<file path="config.mk">
export PLATFORM = sky130hd
export DESIGN_NAME = arc_readout
export DESIGN_NICKNAME = d
export VERILOG_FILES = /design/src/verilog/arc_pkg.sv /design/src/verilog/arc_readout.sv
export VERILOG_INCLUDE_DIRS = /design/src /design/src/verilog
export SDC_FILE = /design/constraint.sdc
export NUM_CORES = 1
export LEC_CHECK = 0
export BUFFER_PORTS_ARGS = -buffer_cell sky130_fd_sc_hd__buf_2
export CORE_AREA = 2 2 178 180
export CTS_CLUSTER_SIZE = 12
export DETAILED_ROUTE_END_ITERATION = 10
export DIE_AREA = 0 0 180 182
export SLEW_MARGIN = 0
export SYNTH_ARGS = -nofsm -noshare
export SYNTH_HDL_FRONTEND = slang
export SYNTH_SLANG_ARGS = --single-unit
</file>
<file path="constraint.sdc">
create_clock -name ref_clk -period 3.6 [get_ports ref_clk]
set_clock_uncertainty 0.2 [all_clocks]
set_input_delay 0.72 -clock ref_clk [delete_from_list [all_inputs] [get_ports ref_clk]]
set_output_delay 0.72 -clock ref_clk [all_outputs]
set_load 0.01 [all_outputs]
</file>
<file path="src/verilog/arc_params.svh">
// Overview of operation
// RULE1: Serial_in high at start edge: select mode, float
// RULE2: Host holds convert_start high through conversion, readback
// RULE3: Both inputs low drive serial_out low
// RULE4: Host lowers serial_in early for busy indicator
// RULE5: Select-mode busy: output driven at conversion end
// RULE6: After conversion, standby until next start edge
// RULE7: Shift result MSB first on falling clock
// RULE8: Output bit held across both clock edges
// RULE9: Busy select mode floats after 19th edge
// RULE10: Host should capture on falling clock edge
// RULE11: Clock low at start: chain mode, no busy
// RULE12: Host holds convert_start high in chain readback
// RULE13: Chain without busy shows MSB at completion
// RULE14: Chain mode shifts serial_in in each falling edge
// RULE15: Host gives eighteen clocks per chained device
// RULE16: Clock high at start: chain mode with busy
// RULE17: Chain busy drives output high when done
// RULE18: Host gives eighteen per device plus one
// RULE19: Serial_in level at start edge selects mode
// RULE20: Result eighteen bits; float after eighteenth edge
// RULE21: Load result in parallel at conversion completion
`ifndef ARC_PARAMS_SVH
`define ARC_PARAMS_SVH

// Result width and edge counts of one readback
`define ARC_RESULT_W      18
`define ARC_EDGES_PLAIN   5'h12
`define ARC_EDGES_BUSY    5'h13

// Conversion time and its cycle count at 40 MHz (longest time rounds down)
`define ARC_T_CONV_NS     500
`define ARC_CLK_PERIOD_NS 25
`define ARC_CONV_CYCLES   (`ARC_T_CONV_NS / `ARC_CLK_PERIOD_NS)

// Result buffer shape
`define ARC_FIFO_DEPTH    8

`endif

</file>
<file path="src/verilog/arc_pkg.sv">
package arc_pkg;

  // One conversion result as it leaves the converter core
  typedef struct packed {
    logic [17:0] code;
  } arc_result_t;

  // Sequencing states of the readout
  typedef enum logic [1:0] {
    ARC_IDLE,
    ARC_CONVERT,
    ARC_WAIT_DATA,
    ARC_READ
  } arc_state_t;

  // Mode latched at the start edge
  typedef struct packed {
    logic chain;
    logic busy;
  } arc_mode_t;

endpackage

</file>
<file path="src/verilog/arc_readout.sv">
`timescale 1ns/100ps
`include "arc_params.svh"

// Result buffer with valid/ready on both sides
module arc_fifo #(
  parameter int WIDTH = 18,
  parameter int DEPTH = 8
) (
  input  wire logic             ref_clk,
  input  wire logic             reset_n,
  input  wire logic             in_valid,
  output logic                  in_ready,
  input  wire logic [WIDTH-1:0] in_data,
  output logic                  out_valid,
  input  wire logic             out_ready,
  output logic [WIDTH-1:0]      out_data
);
  localparam int AW = $clog2(DEPTH);  // Pointer width

  // Lets the core hand over results before the host reads them.
  // Ready is registered, so the core sees no path through the pins.
  logic [WIDTH-1:0] mem [DEPTH];  // Storage words
  logic [AW-1:0]    wr_ptr;       // Write position
  logic [AW-1:0]    rd_ptr;       // Read position
  logic [AW:0]      count;        // Words held
  logic             push;         // Word accepted this cycle
  logic             pop;          // Word taken this cycle

  // Handshakes on both sides; read data shows the oldest word
  assign push      = in_valid && in_ready;
  assign pop       = out_valid && out_ready;
  assign out_valid = (count != '0);
  assign out_data  = mem[rd_ptr];

  // Storage write
  // No reset on storage: a word is only read once it is valid
  always_ff @(posedge ref_clk) begin
    if (push) begin
      mem[wr_ptr] <= in_data;
    end
  end

  // Pointers, fill level and registered ready
  // Ready falls in the cycle the last slot fills, never later
  always_ff @(posedge ref_clk or negedge reset_n) begin
    if (!reset_n) begin
      wr_ptr   <= '0;
      rd_ptr   <= '0;
      count    <= '0;
      in_ready <= 1'b1;
    end else begin
      if (push) begin
        wr_ptr <= (wr_ptr == AW'(DEPTH - 1)) ? '0 : wr_ptr + 1'b1;
      end
      if (pop) begin
        rd_ptr <= (rd_ptr == AW'(DEPTH - 1)) ? '0 : rd_ptr + 1'b1;
      end
      case ({push, pop})
        // Push only: one more word held
        2'b10: begin
          count    <= count + 1'b1;
          in_ready <= (count + 1'b1) != (AW+1)'(DEPTH);
        end
        // Pop only: a slot is free again
        2'b01: begin
          count    <= count - 1'b1;
          in_ready <= 1'b1;
        end
        // Both or neither: fill level unchanged
        default: begin
          count    <= count;
        end
      endcase
    end
  end
endmodule

// Two-flop pin synchroniser with one history flop for edge finding
module arc_pin_sync #(
  parameter logic RESET_LEVEL = 1'b0
) (
  input  wire logic ref_clk,
  input  wire logic reset_n,
  input  wire logic pin,
  output logic      level,
  output logic      prev
);
  logic [2:0] stages;  // Two synchroniser flops, then history

  // Shift the pin through the chain; reset to the pin's idle level
  always_ff @(posedge ref_clk or negedge reset_n) begin
    if (!reset_n) begin
      stages <= {3{RESET_LEVEL}};
    end else begin
      stages <= {stages[1:0], pin};
    end
  end

  // Only the second flop and the history flop are read
  assign level = stages[1];
  assign prev  = stages[2];
endmodule

// Serial result readout of the converter
// The host drives the three link inputs; this block samples them on its own clock.
// Modes, except select-mode busy, are fixed at each start edge and kept until the next one.
// Results come from the core through the buffer, one per conversion.
module arc_readout (
  input  wire logic                 ref_clk,
  input  wire logic                 reset_n,
  input  wire logic                 convert_start,
  input  wire logic                 serial_in,
  input  wire logic                 serial_clk,
  output logic                      serial_out,
  output logic                      serial_out_en,
  output logic                      sample_pulse,
  input  wire logic                 result_valid,
  input  wire arc_pkg::arc_result_t result_data,
  output logic                      result_ready
);
  import arc_pkg::*;

  // Pin levels after the synchronisers, and the same one cycle earlier
  logic              cnv_lvl;         // Conversion-start level
  logic              cnv_prev;        // Conversion-start history
  logic              sdi_lvl;         // Serial input level
  logic              sdi_prev;        // Serial input history
  logic              sck_lvl;         // Link clock level
  logic              sck_prev;        // Link clock history
  // Edges found from level and history
  logic              cnv_rise;        // Start edge
  logic              sdi_rise;        // Select line released
  logic              sck_fall;        // Shift edge of the link clock
  // Sequencing
  arc_state_t        state;           // Sequencer state
  arc_mode_t         mode;            // Latched mode
  logic [9:0]        conv_cnt;        // Conversion timer
  // Readback
  logic [18:0]       shreg;           // Output shift register, start bit on top
  logic [4:0]        edge_cnt;        // Falling edges seen in readback
  logic              done_busy;       // Busy indicator active for this readback
  logic [4:0]        edge_limit;      // Falling edges that end a select readback
  // Result buffer side
  logic              fifo_pop;        // Word taken at completion
  logic              fifo_valid;      // Buffer holds a word
  arc_result_t       fifo_data;       // Oldest buffered word

  // Every pin passes two flops before use; the third flop feeds edge finding.
  // The pins come from the host's domain, so nothing reads them raw.
  arc_pin_sync #(
    .RESET_LEVEL (1'b0)
  ) u_sync_cnv (
    .ref_clk (ref_clk),
    .reset_n (reset_n),
    .pin     (convert_start),
    .level   (cnv_lvl),
    .prev    (cnv_prev)
  );

  // Serial input: mode select, select line and chain data
  arc_pin_sync #(
    .RESET_LEVEL (1'b0)
  ) u_sync_sdi (
    .ref_clk (ref_clk),
    .reset_n (reset_n),
    .pin     (serial_in),
    .level   (sdi_lvl),
    .prev    (sdi_prev)
  );

  // Link clock: only its level at the start edge and its falls matter
  arc_pin_sync #(
    .RESET_LEVEL (1'b0)
  ) u_sync_sck (
    .ref_clk (ref_clk),
    .reset_n (reset_n),
    .pin     (serial_clk),
    .level   (sck_lvl),
    .prev    (sck_prev)
  );

  // A rise is high now and low a cycle ago; the link clock shifts on its fall
  assign cnv_rise   = cnv_lvl && !cnv_prev;
  assign sdi_rise   = sdi_lvl && !sdi_prev;
  assign sck_fall   = !sck_lvl && sck_prev;
  // Busy readbacks carry one extra start bit ahead of the result
  assign edge_limit = done_busy ? `ARC_EDGES_BUSY : `ARC_EDGES_PLAIN;

  // Results enter through the buffer, popped at conversion completion
  // A word pushed early simply waits; a late word delays completion
  arc_fifo #(
    .WIDTH ($bits(arc_result_t)),
    .DEPTH (`ARC_FIFO_DEPTH)
  ) u_fifo (
    .ref_clk   (ref_clk),
    .reset_n   (reset_n),
    .in_valid  (result_valid),
    .in_ready  (result_ready),
    .in_data   (result_data),
    .out_valid (fifo_valid),
    .out_ready (fifo_pop),
    .out_data  (fifo_data)
  );

  // Take the word in the cycle the sequencer enters readback;
  // a fresh start edge wins, so no word is lost to a cut conversion
  assign fifo_pop = (state == ARC_WAIT_DATA) && fifo_valid && !cnv_rise;

  // Mode capture at the start edge
  // Serial input picks select or chain; in chain mode the link clock level picks busy
  always_ff @(posedge ref_clk or negedge reset_n) begin
    if (!reset_n) begin
      mode <= '0;
    end else if (cnv_rise) begin
      mode.chain <= !sdi_lvl;                   // see RULE19
      mode.busy  <= !sdi_lvl && sck_lvl;        // see RULE11 see RULE16
    end
  end

  // Sample request to the converter core
  // One cycle wide, one per detected start edge
  always_ff @(posedge ref_clk or negedge reset_n) begin
    if (!reset_n) begin
      sample_pulse <= 1'b0;
    end else begin
      sample_pulse <= cnv_rise;
    end
  end

  // Sequencer, conversion timer and edge counting
  // Convert for a fixed time, wait for a result, then read it back.
  // Select readbacks end on their own; chain readbacks end with the start line.
  always_ff @(posedge ref_clk or negedge reset_n) begin
    if (!reset_n) begin
      state     <= ARC_IDLE;
      conv_cnt  <= 10'h0;
      edge_cnt  <= 5'h0;
      done_busy <= 1'b0;
    end else if (cnv_rise) begin
      // A start edge always begins a new conversion
      state    <= ARC_CONVERT;                  // see RULE1
      conv_cnt <= 10'h0;
      edge_cnt <= 5'h0;
    end else begin
      case (state)
        // Fixed conversion time; only a new start edge cuts it short
        ARC_CONVERT: begin
          if (conv_cnt == 10'(`ARC_CONV_CYCLES - 1)) begin
            state <= ARC_WAIT_DATA;
          end else begin
            conv_cnt <= conv_cnt + 10'h1;
          end
        end
        ARC_WAIT_DATA: begin
          // Completion: busy in select mode if either select line is low
          if (fifo_valid) begin
            state     <= ARC_READ;              // see RULE6
            done_busy <= mode.chain ? mode.busy : (!cnv_lvl || !sdi_lvl);
            edge_cnt  <= 5'h0;
          end
        end
        // Readback: count falls, leave on the select line or last edge.
        // The edge counter saturates so a long chain burst cannot wrap it.
        ARC_READ: begin
          if (!mode.chain && sdi_rise) begin
            state <= ARC_IDLE;                  // see RULE9
          end else if (mode.chain && !cnv_lvl) begin
            state <= ARC_IDLE;
          end else if (sck_fall) begin
            if (edge_cnt != 5'h1f) begin
              edge_cnt <= edge_cnt + 5'h1;
            end
            if (!mode.chain && (edge_cnt + 5'h1 == edge_limit)) begin
              state <= ARC_IDLE;                // see RULE9 see RULE20
            end
          end
        end
        default: begin
          state <= ARC_IDLE;
        end
      endcase
    end
  end

  // Shift register: parallel load at completion, shift on falling edges
  // Bit 18 always drives the pin; busy modes put the start bit there.
  // Without a start bit the result sits one place up, above a pad bit.
  always_ff @(posedge ref_clk or negedge reset_n) begin
    if (!reset_n) begin
      shreg <= 19'h0;
    end else if (fifo_pop) begin
      if (mode.chain && mode.busy) begin
        shreg <= {1'b1, fifo_data.code};        // see RULE17 see RULE21
      end else if (!mode.chain && (!cnv_lvl || !sdi_lvl)) begin
        shreg <= {1'b0, fifo_data.code};        // see RULE21
      end else begin
        shreg <= {fifo_data.code, 1'b0};        // see RULE13 see RULE21
      end
    end else if (state == ARC_READ && sck_fall) begin
      // Chain mode takes upstream data in right behind the own result
      if (mode.chain && !mode.busy) begin
        // Eighteen-bit chain: the pad bit below the result is skipped
        shreg <= {shreg[17:1], sdi_lvl, 1'b0};                // see RULE14
      end else begin
        shreg <= {shreg[17:0], mode.chain ? sdi_lvl : 1'b0};  // see RULE7 see RULE14
      end
    end
  end

  // Output pin drive: changes only on falling edges while reading
  // The enable is high only while this block drives the pin.
  // Both outputs are flops, so the pin never glitches on a decode.
  always_ff @(posedge ref_clk or negedge reset_n) begin
    if (!reset_n) begin
      serial_out    <= 1'b0;
      serial_out_en <= 1'b0;
    end else if (cnv_rise || state == ARC_CONVERT || state == ARC_WAIT_DATA) begin
      // Floating while converting
      serial_out    <= 1'b0;
      serial_out_en <= 1'b0;                    // see RULE1
    end else if (state == ARC_READ) begin
      if (mode.chain || done_busy || !sdi_lvl) begin
        // Busy start bit or data bit, held between falling edges
        serial_out    <= shreg[18];             // see RULE5 see RULE8
        serial_out_en <= 1'b1;
      end else begin
        serial_out    <= 1'b0;
        serial_out_en <= 1'b0;
      end
    end else begin
      // Idle: both select lines low drive the pin low
      serial_out    <= 1'b0;
      serial_out_en <= !cnv_lvl && !sdi_lvl;    // see RULE3
    end
  end
endmodule

</file>
==> metrics.txt, run 1 <==
Worst R2R Start=u_fifo.count[0]; die span in y=approximately 180 um; Post-DRT Antenna Nets=0; Clock power frac=28.6%; CTS tree=yes; min Tclk post-route=between 2 and 3 ns; DRT Wirelength=roughly 17000 um; Clock Tree Buf Depth=3; CP Class=flop to flop; IO Pins=28; # hold bufs at CTS=0; final hold vios=0; initial antenna violation count=0; Peak VDD IR=around 0.45 mV; Area growth, synth to finish=16.5%; R2R setup slack=0.99 ns; CP startpoint kind=flop; switching portion of total power=between 30% and 40%; Synth Register Bits=just over 200; Synth Area per Inst=16.2 sq um; largest net degree at the start of global routing=35; vias per inst=around 4.6; synth unique cells=between 50 and 60; # resized after CTS=0; Final nets=a little over 600; routability cong.=roughly 0.75; initial core utilization=27.6%; initial drt markers=351; P_leak=3.59 nW; Cells after Synth=between 500 and 600; clock-pin slew on the worst setup and hold paths=roughly 0.06 ns; beginning of the critical path=u_fifo.count[0]; via count=roughly 4600; Pint=5.35 mW; Non-Filler Instances=about 990; Core Area=approximately 0.031 sq mm; syn_nets=around 570; PwrDens=777 mW/mm^2; DRT Pass-1 Iters=6; Worst Hold Class=input port to async pin; DRC violation count after routing=0; R2R cell count=10; NetSw=2.40 mW; CP endpoint kind=flop; Setup Viol. Count Final=0; clock sink count=between 200 and 250; asr flop ratio synth=about 30%; Worst slew margin=roughly half; Die W=around 180 um; setup tns final=0 ns; Ys Warns=0; CTS Buf Count=23; RSZ-0062 raised after global routing=no; I/O Buffers=27; vias in the first global route=about 4800; worst reg2reg endpoint=u_fifo.count[3]; status=complete, no violations; total power=7.75 mW; CTS H-tree depth=1; register area share after synthesis=roughly two thirds; ant diodes=0; worst endpoint required time=about 3.8 ns; num rows=between 60 and 70; EDFF count, synth=about 140; first-pass GRT wire length=27300 um; Post-CTS Repair Setup Buffers=0; hpwl dp=between 10000 and 15000 um; grt ovf=0; Mapped Area=~0.0086 sq mm; DIE AREA=about 0.033 sq mm; Crit path arrival time=2.85 ns; global-route usage over all layers=10.5%; number of placed cells counting well taps=~950; worst slew pin tran=0.724 ns; largest fanout on the critical path=26; Final Max Tran Viols=0; fin crit share=72.5%; Wirelength per Cell=around 17 um; max_cap viols=0; CP Capture Point=u_fifo.count[3]; Fmax achieved=roughly 380 MHz; share of layout cells above drive strength 1=between 20% and 30%; Post-synth top flop=edfxtp_1; clk_lat worst skew=0.52 ns; Flop pwr share=between 40 and 50%; Comb power frac=28.0%; root buf cell=clkbuf_16
-- cells in the mapped netlist, types with 12 or more instances --
master / count / area share (%)
edfxtp_1: 144 / 51
dfrtp_1: 61 / 18
nand2_1: 53 / 2.3
mux4_2: 36 / 9.5
mux2i_1: 22 / 2.6
nor2_1: 21 / 0.92
a21oi_1: 20 / 1.2
a32o_1: 16 / 1.9
ha_1: 14 / 2.0
o21ai_0: 14 / 0.82
buf_2: 12 / 0.70
xor2_1: 12 / 1.2
-- cell usage in the layout (no fill, tap or decap), drive strengths merged, types with 2 or more instances in the layout --
cell type  count
mux2i         22
nor3           7
and2           3
nand2b         7
and3           5
o21a           2
mux2           2
nand4          5
inv           12
xnor2          5
a31oi          3
o21ai         15
nand2         53
buf           44
mux4          36
a21oi         20
nor3b          2
nor4b          2
nor2          23
a21o           2
nor4           2
xor2          12
clkinv        10
a32o          16
o31ai          2
nor2b          2
clkbuf        31
ha            14
o211ai         3
edfxtp       144
nand3          9
dfrtp         61
-- worst min path at each step --
stage,to,start,slack [ns]
after floorplan,u_sync_cnv.stages[1],u_sync_cnv.stages[0],0.13
after global placement,u_sync_sdi.stages[1],u_sync_sdi.stages[0],0.14
after detailed placement,u_sync_sdi.stages[1],u_sync_sdi.stages[0],0.14
after CTS,u_sync_cnv.stages[0],reset_n,0.07
after global routing,u_sync_sdi.stages[0],serial_in,0.09
final,u_sync_cnv.stages[0],reset_n,0.07
-- metal layers --
metal | track usage, % | up-vias | routed length, um
met5 | 0 | - | 0
met4 | 2.47 | 0 | 304
met3 | 2.13 | 26 | 741
met2 | 18.1 | 99 | 8460
met1 | 13.6 | 2355 | 7650
li1 | - | 2135 | -
-- layout make-up --
type / instances / area, sq um
multi-input cells: 287 / 2530
well taps: 402 / 503
clock inverters: 11 / 88.8
fillers: 2997 / 21000
inverters: 12 / 57.6
flip-flops and latches: 206 / 5880
repair buffers: 44 / 288
clock buffers: 31 / 626
-- through the flow --
step | utilization (%) | worst slack (ns) | area, sq um | hold WS (ns)
after floorplan | - | 0.298 | 8560 | 0.131
after global placement | 29.9 | 1.07 | 9260 | 0.137
after detailed placement | 29.9 | 1.00 | 9260 | 0.136
after CTS | 32.2 | 0.977 | 9970 | 0.0711
after global routing | 32.2 | 0.698 | 9970 | 0.0931
final | 32.2 | 0.989 | 9970 | 0.0655
-- registers in the layout, indices dropped and copies added (netlist names) --
name and count:
u_fifo.mem 144, conv_cnt 10, u_fifo.wr_ptr 3, u_fifo.count 4, mode 2, serial_out_en 1, u_fifo.in_ready 1, state 2
edge_cnt 5, u_fifo.rd_ptr 3, u_sync_sck.stages 3, u_sync_cnv.stages 3, shreg 19, done_busy 1, sample_pulse 1, u_sync_sdi.stages 3
serial_out 1
-- power by group through the flow --
stage / logic, mW / registers, mW / clock network [mW]
3_3_place_gp: 2.18 / 3.39 / 0
5_1_grt: 2.40 / 3.42 / 2.37
6_report: 2.17 / 3.36 / 2.22
4_1_cts: 2.21 / 3.36 / 2.28
2_1_floorplan: 1.69 / 3.25 / 0
3_5_place_dp: 2.20 / 3.40 / 0
-- cell families (layout without fill, tap and decap cells) --
group	after synthesis	in the layout	synth area share, %
xor+xnor	17	17	1.74
compound gates	70	70	5.80
buf+inv	35	98	2.16
fa+ha+maj	14	14	2.05
mux	60	60	12.3
simple gates	126	126	7.31
flops	206	206	68.6
-- critical path, cell delays in order, from the launching register on --
cell,delay [ns]
dfrtp_1,0.46
inv_1,0.10
ha_1,0.15
nor3b_2,0.22
nand3b_2,0.15
buf_4,0.31
inv_2,0.11
ha_1,0.28
nand4b_1,0.19
a21oi_1,0.20
xor2_1,0.15
Note: power is estimated with default switching activity, not from simulation.
==> run 2: changes to the inputs <==
clock period = 2.15 ns   (was 3.6 ns; I/O delays follow)
==> metrics.txt, run 2 (synthesized netlist as in run 1, its figures left out) <==
worst endpoint required time=2.37 ns (-1.46 ns); vias per inst=4.58 (-1.4%); I/O Buffers=27 (unchanged); largest fanout on the critical path=4 (-85%); DRT Wirelength=17300 um (+0.84%); hpwl dp=9990 um (-2.2%); Area growth, synth to finish=25.2%; Worst slew margin=66.7% (+15 points); IO Pins=28 (unchanged); Non-Filler Instances=1043 (+5.0%); Final nets=662 (+8.2%); largest net degree at the start of global routing=63 (+80%); Core Area=0.0310 sq mm (unchanged); DRT Pass-1 Iters=5 (-1); fin crit share=95.6% (+23 points); post-route cell area=0.0107 sq mm (+7.5%); CTS H-tree depth=1 (unchanged); root buf cell=clkbuf_16; clock-pin slew on the worst setup and hold paths=0.06 ns (about the same); max reg flops=144 (unchanged); worst slew pin tran=0.498 ns (-0.226 ns); most frequent cells in the layout=edfxtp_1 (144), dfrtp_1 (60), nand2_1 (53); R2R setup slack=0.09 ns (-0.90 ns); Clock Tree Buf Depth=3 (unchanged); global-route usage over all layers=10.5% (+0.028 points); final hold vios=0 (unchanged); CTS Buf Count=23 (unchanged); total power=13.7 mW (+77%); PwrDens=1280 mW/mm^2 (+65%); number of placed cells counting well taps=975 (+2.5%); share of layout cells above drive strength 1=27.5% (+5.0 points); Die W=180 um (unchanged); ant diodes=0 (unchanged); max_cap viols=0 (unchanged); Hold Path Depth=1; pre-CTS WS=-0.0429 ns (-1.04 ns); worst reg2reg endpoint=state[1]; Post-DRT Antenna Nets=0 (unchanged); min Tclk post-route=2.06 ns (-0.555 ns); Peak VDD IR=0.686 mV (+51%); beginning of the critical path=edge_cnt[0]; clk_lat worst skew=0.52 ns (about the same); status=complete, no violations; initial core utilization=27.6% (unchanged); commonest non-fill, non-tap cell in the layout=edfxtp_1; CP startpoint kind=flop; via count=4778 (+3.5%); Crit path arrival time=2.27 ns (-0.58 ns); first-pass GRT wire length=27600 um (+0.98%); die span in y=182 um (unchanged); Worst R2R Start=edge_cnt[0]; Hold Path End=u_fifo.mem[6][10]; P_leak=3.90 nW (+8.5%); Wirelength per Cell=16.6 um (-4.0%); initial drt markers=294 (-16%); initial antenna violation count=0 (unchanged); Fmax achieved=486 MHz (+27%); Final Max Tran Viols=0 (unchanged); CP Class=flop to flop; R2R cell count=7 (-3); Setup Viol. Count Final=0 (unchanged); routability cong.=0.770 (+2.0%); grt ovf=0 (unchanged); Reg with most FFs=u_fifo.mem; DRC violation count after routing=0 (unchanged); clock sink count=206 (unchanged); placed inst area=0.00966 sq mm (+4.3%); vias in the first global route=4937 (+2.5%); final setup margin=0.0940 ns (-0.895 ns); CP endpoint kind=flop; DIE AREA=0.0328 sq mm (unchanged); num rows=65 (unchanged); hold path startpoint=result_data[10]; CTS tree=yes; biggest regs=u_fifo.mem (144), shreg (19), conv_cnt (10); Worst Hold Class=input port to flop
[run 2: changes by cell type in the layout (fill, tap and decap cells not counted), moves of 2 or more]
| cell | previous run | this run |
|---|---|---|
| a21oi_1 | 20 | 17 |
| nor3_4 | 0 | 4 |
| buf_12 | 2 | 16 |
| dlygate4sd3_1 | 0 | 21 |
| buf_4 | 15 | 29 |
| ha_1 | 14 | 11 |
| clkbuf_1 | 6 | 11 |
| ha_2 | 0 | 2 |
| nor3_2 | 4 | 0 |
| a21oi_2 | 0 | 3 |
| clkinv_1 | 5 | 1 |
[run 2: area by class of cell]
class | count | area (sq um)
repair buffers | 94 | 908
fillers | 2923 | 20300
multi-input cells | 287 | 2660
flip-flops and latches | 206 | 5880
inverters | 12 | 57.6
well taps | 402 | 503
clock buffers | 36 | 644
clock inverters | 6 | 68.8
[run 2: worst max-delay path by stage]
stage                       end  slack [ns]  cells after the start
4_1_cts                state[1]        0.02                      7
3_5_place_dp           state[1]       -0.04                      7
5_1_grt         u_fifo.count[3]       -0.02                      9
6_report               state[1]        0.09                      7
3_3_place_gp           state[1]        0.02                      7
2_1_floorplan  u_fifo.mem[6][0]       -0.06                      2
[run 2: critical path, stage by stage (launching register included)]
cell	delay [ns]
dfrtp_1	0.38
ha_2	0.19
and3_1	0.18
ha_1	0.29
and4_4	0.23
a31oi_4	0.10
o21a_1	0.22
a211oi_2	0.18
[run 2: power breakdown]
part | switching, mW | internal, mW
logic | 2.30 | 2.27
clock network | 1.52 | 2.19
registers | 0.393 | 5.07
total | 4.21 | 9.54
[run 2: stage by stage]
| step | TNS, ns | util (%) | hold WS (ns) |
|---|---|---|---|
| final | 0 | 34.6 | 0.00729 |
| after global routing | -0.0190 | 34.6 | 0.0117 |
| after CTS | 0 | 34.2 | 0.00106 |
| after detailed placement | -0.0429 | 31.2 | 0.142 |
| after global placement | 0 | 31.2 | 0.139 |
| after floorplan | -3.17 | - | -0.0656 |
[run 2: repair_timing]
action / 4_1_cts / 5_1_grt
pin swaps: 0 / 2
resized for setup: 3 / 18
hold endpoints to repair: 197 / 0
buffers inserted: 0 / 4
hold buffers: 21 / 0
setup endpoints to repair: 9 / 25
gates cloned: 0 / 1
[run 2: per-layer routing]
| metal | vias to the layer above | wire [um] | track usage (%) |
|---|---|---|---|
| met3 | 28 | 882 | 2.01 |
| met2 | 99 | 8490 | 17.9 |
| li1 | 2235 | - | - |
| met1 | 2416 | 7570 | 13.8 |
| met4 | 0 | 368 | 2.93 |
| met5 | - | 0 | 0 |
==> run 3: changes to the inputs <==
CELL_PAD_IN_SITES_DETAIL_PLACEMENT = 1   (was not set)
CELL_PAD_IN_SITES_GLOBAL_PLACEMENT = 2   (was not set)
PLACE_DENSITY_LB_ADDON = 0.1   (was not set)
==> metrics.txt, run 3 (synthesized netlist as in run 1, its figures left out) <==
switching portion of total power=31.2% (+0.61 points); Pint=9.85 mW (+3.3%); clk_lat worst skew=0.53 ns (about the same); max_cap viols=0 (unchanged); vias in the first global route=5474 (+11%); final hold vios=0 (unchanged); Final Max Tran Viols=0 (unchanged); Worst Hold Class=input port to async pin; Comb power frac=32.6% (-0.7 points); Reg with most FFs=u_fifo.mem; hpwl dp=13000 um (+30%); status=complete, no violations; Setup Viol. Count Final=0 (unchanged); WHS=0.131 ns (+0.124 ns); clock-pin slew on the worst setup and hold paths=0.05 ns (about the same); DRC violation count after routing=0 (unchanged); critical path, cell by cell=ha_2 > and3_4 > ha_1 > and4_4 > a31oi_4 > o31a_1 > o21ai_1; worst slew pin tran=0.437 ns (-0.0606 ns); I/O Buffers=27 (unchanged); Worst slew margin=70.9% (+4.1 points); largest fanout on the critical path=4 (unchanged); share of layout cells above drive strength 1=27.5% (about the same); clock sink count=206 (unchanged); CP startpoint kind=flop; NetSw=4.48 mW (+6.3%); fin crit share=96.9% (+1.3 points); Wirelength per Cell=19.9 um (+20%); first-pass GRT wire length=33000 um (+20%); Core Area=0.0310 sq mm (unchanged); Area growth, synth to finish=26.7%; P_leak=3.96 nW (+1.6%); RSZ-0062 raised after global routing=yes; Fmax achieved=480 MHz (-1.3%); most frequent cells in the layout=edfxtp_1 (144), dfrtp_1 (60), nand2_1 (53); largest net degree at the start of global routing=43 (-32%); Flop pwr share=38.2% (-1.6 points); number of placed cells counting well taps=982 (+0.72%); initial drt markers=306 (+4.1%); PwrDens=1320 mW/mm^2 (+3.0%); worst endpoint required time=2.40 ns (+0.03 ns); CTS tree=yes; IO Pins=28 (unchanged); vias per inst=4.64 (+1.3%); Post-DRT Antenna Nets=0 (unchanged); CP Class=flop to flop; biggest regs=u_fifo.mem (144), shreg (19), conv_cnt (10); ant diodes=0 (unchanged); num rows=65 (unchanged); DRT Wirelength=20900 um (+20%); Non-Filler Instances=1050 (+0.67%); post-route cell area=0.0108 sq mm (+1.2%); Final nets=667 (+0.76%); initial core utilization=27.6% (unchanged); Peak VDD IR=0.597 mV (-13%); DIE AREA=0.0328 sq mm (unchanged); CTS H-tree depth=1 (unchanged); global-route usage over all layers=13.1% (+2.6 points); Crit path arrival time=2.33 ns (+0.06 ns); initial antenna violation count=0 (unchanged); Clock power frac=29.2% (+2.3 points); via count=4875 (+2.0%); CP peak stage delay=0.39 ns (about the same); Die W=180 um (unchanged); die span in y=182 um (unchanged); root buf cell=clkbuf_16; post-layout util=35.0% (+0.40 points); CP endpoint kind=flop; CTS Buf Count=25 (+8.7%); Post-CTS Repair Setup Buffers=0 (unchanged); max reg flops=144 (unchanged); commonest non-fill, non-tap cell in the layout=edfxtp_1; min Tclk post-route=2.08 ns (+0.0271 ns); placed inst area=0.00972 sq mm (+0.67%); Clock Tree Buf Depth=3 (unchanged); DRT Pass-1 Iters=6 (+1); slowest CP cell=dfrtp_1; routability cong.=0.717 (-6.8%); grt ovf=0 (unchanged)
[run 3: layer usage]
metal	vias up	routed length (um)	part of all wire [%]	track usage, %
met5	-	0	0	0
met4	0	529	2.5	3.71
met3	33	543	2.6	2.05
met2	61	10400	50	22.5
met1	2532	9400	45	17.2
li1	2249	-	-	-
[run 3: final cells by class]
class                           instances  area [sq um]
Clock buffer                           36           707
Clock inverter                         10           113
Fill cell                            3159         20100
Inverter                               12          57.6
Multi-Input combinational cell        287          2660
Sequential cell                       206          5880
Tap cell                              402           503
Timing Repair Buffer                   97           923
[run 3: critical path, delay by kind of cell, from the launching register on]
kind	cells	cell delay, ns
flip-flops	1	0.39
AO/OA/AOI/OAI	3	0.54
adder cells (fa/ha/maj)	2	0.49
AND/OR/NAND/NOR	2	0.39
[run 3: worst paths after layout]
kind,startpoint,to,slack [ns],cells past startpoint
min in group ref_clk,u_sync_cnv.stages[0],u_sync_cnv.stages[1],0.15,0
worst min-delay path,reset_n,sample_pulse,0.13,2
worst max-delay path,edge_cnt[1],state[0],0.07,7
worst max register to register,edge_cnt[1],state[0],0.07,7
worst min register to register,u_sync_cnv.stages[0],u_sync_cnv.stages[1],0.15,0
max in group asynchronous,reset_n,shreg[2],0.90,4
[run 3: timing repair]
action                                  CTS  global route
endpoints found under the setup margin    2            21
hold buffers                             22             0
cloned                                    0             0
pin swaps                                 0             8
hold endpoints to repair                196             0
resized for setup                         3            13
[run 3: power by group through the flow]
stage               registers, mW  logic [mW]  clock network, mW
floorplan                    5.47        2.88                  0
global placement             5.52        4.57                  0
finish                       5.47        4.68               4.18
detailed placement           5.55        4.67                  0
CTS                          5.48        4.73               4.34
global route                 5.55        5.15               4.47
[run 3: through the flow]
| step | setup WS [ns] | power (mW) | TNS [ns] |
|---|---|---|---|
| 2_1_floorplan | -0.0586 | 8.34 | -3.17 |
| 3_3_place_gp | -0.0458 | 10.1 | -0.0458 |
| 3_5_place_dp | -0.103 | 10.2 | -0.145 |
| 4_1_cts | 0.00832 | 14.5 | 0 |
| 5_1_grt | -0.0359 | 15.2 | -0.0770 |
| 6_report | 0.0669 | 14.3 | 0 |
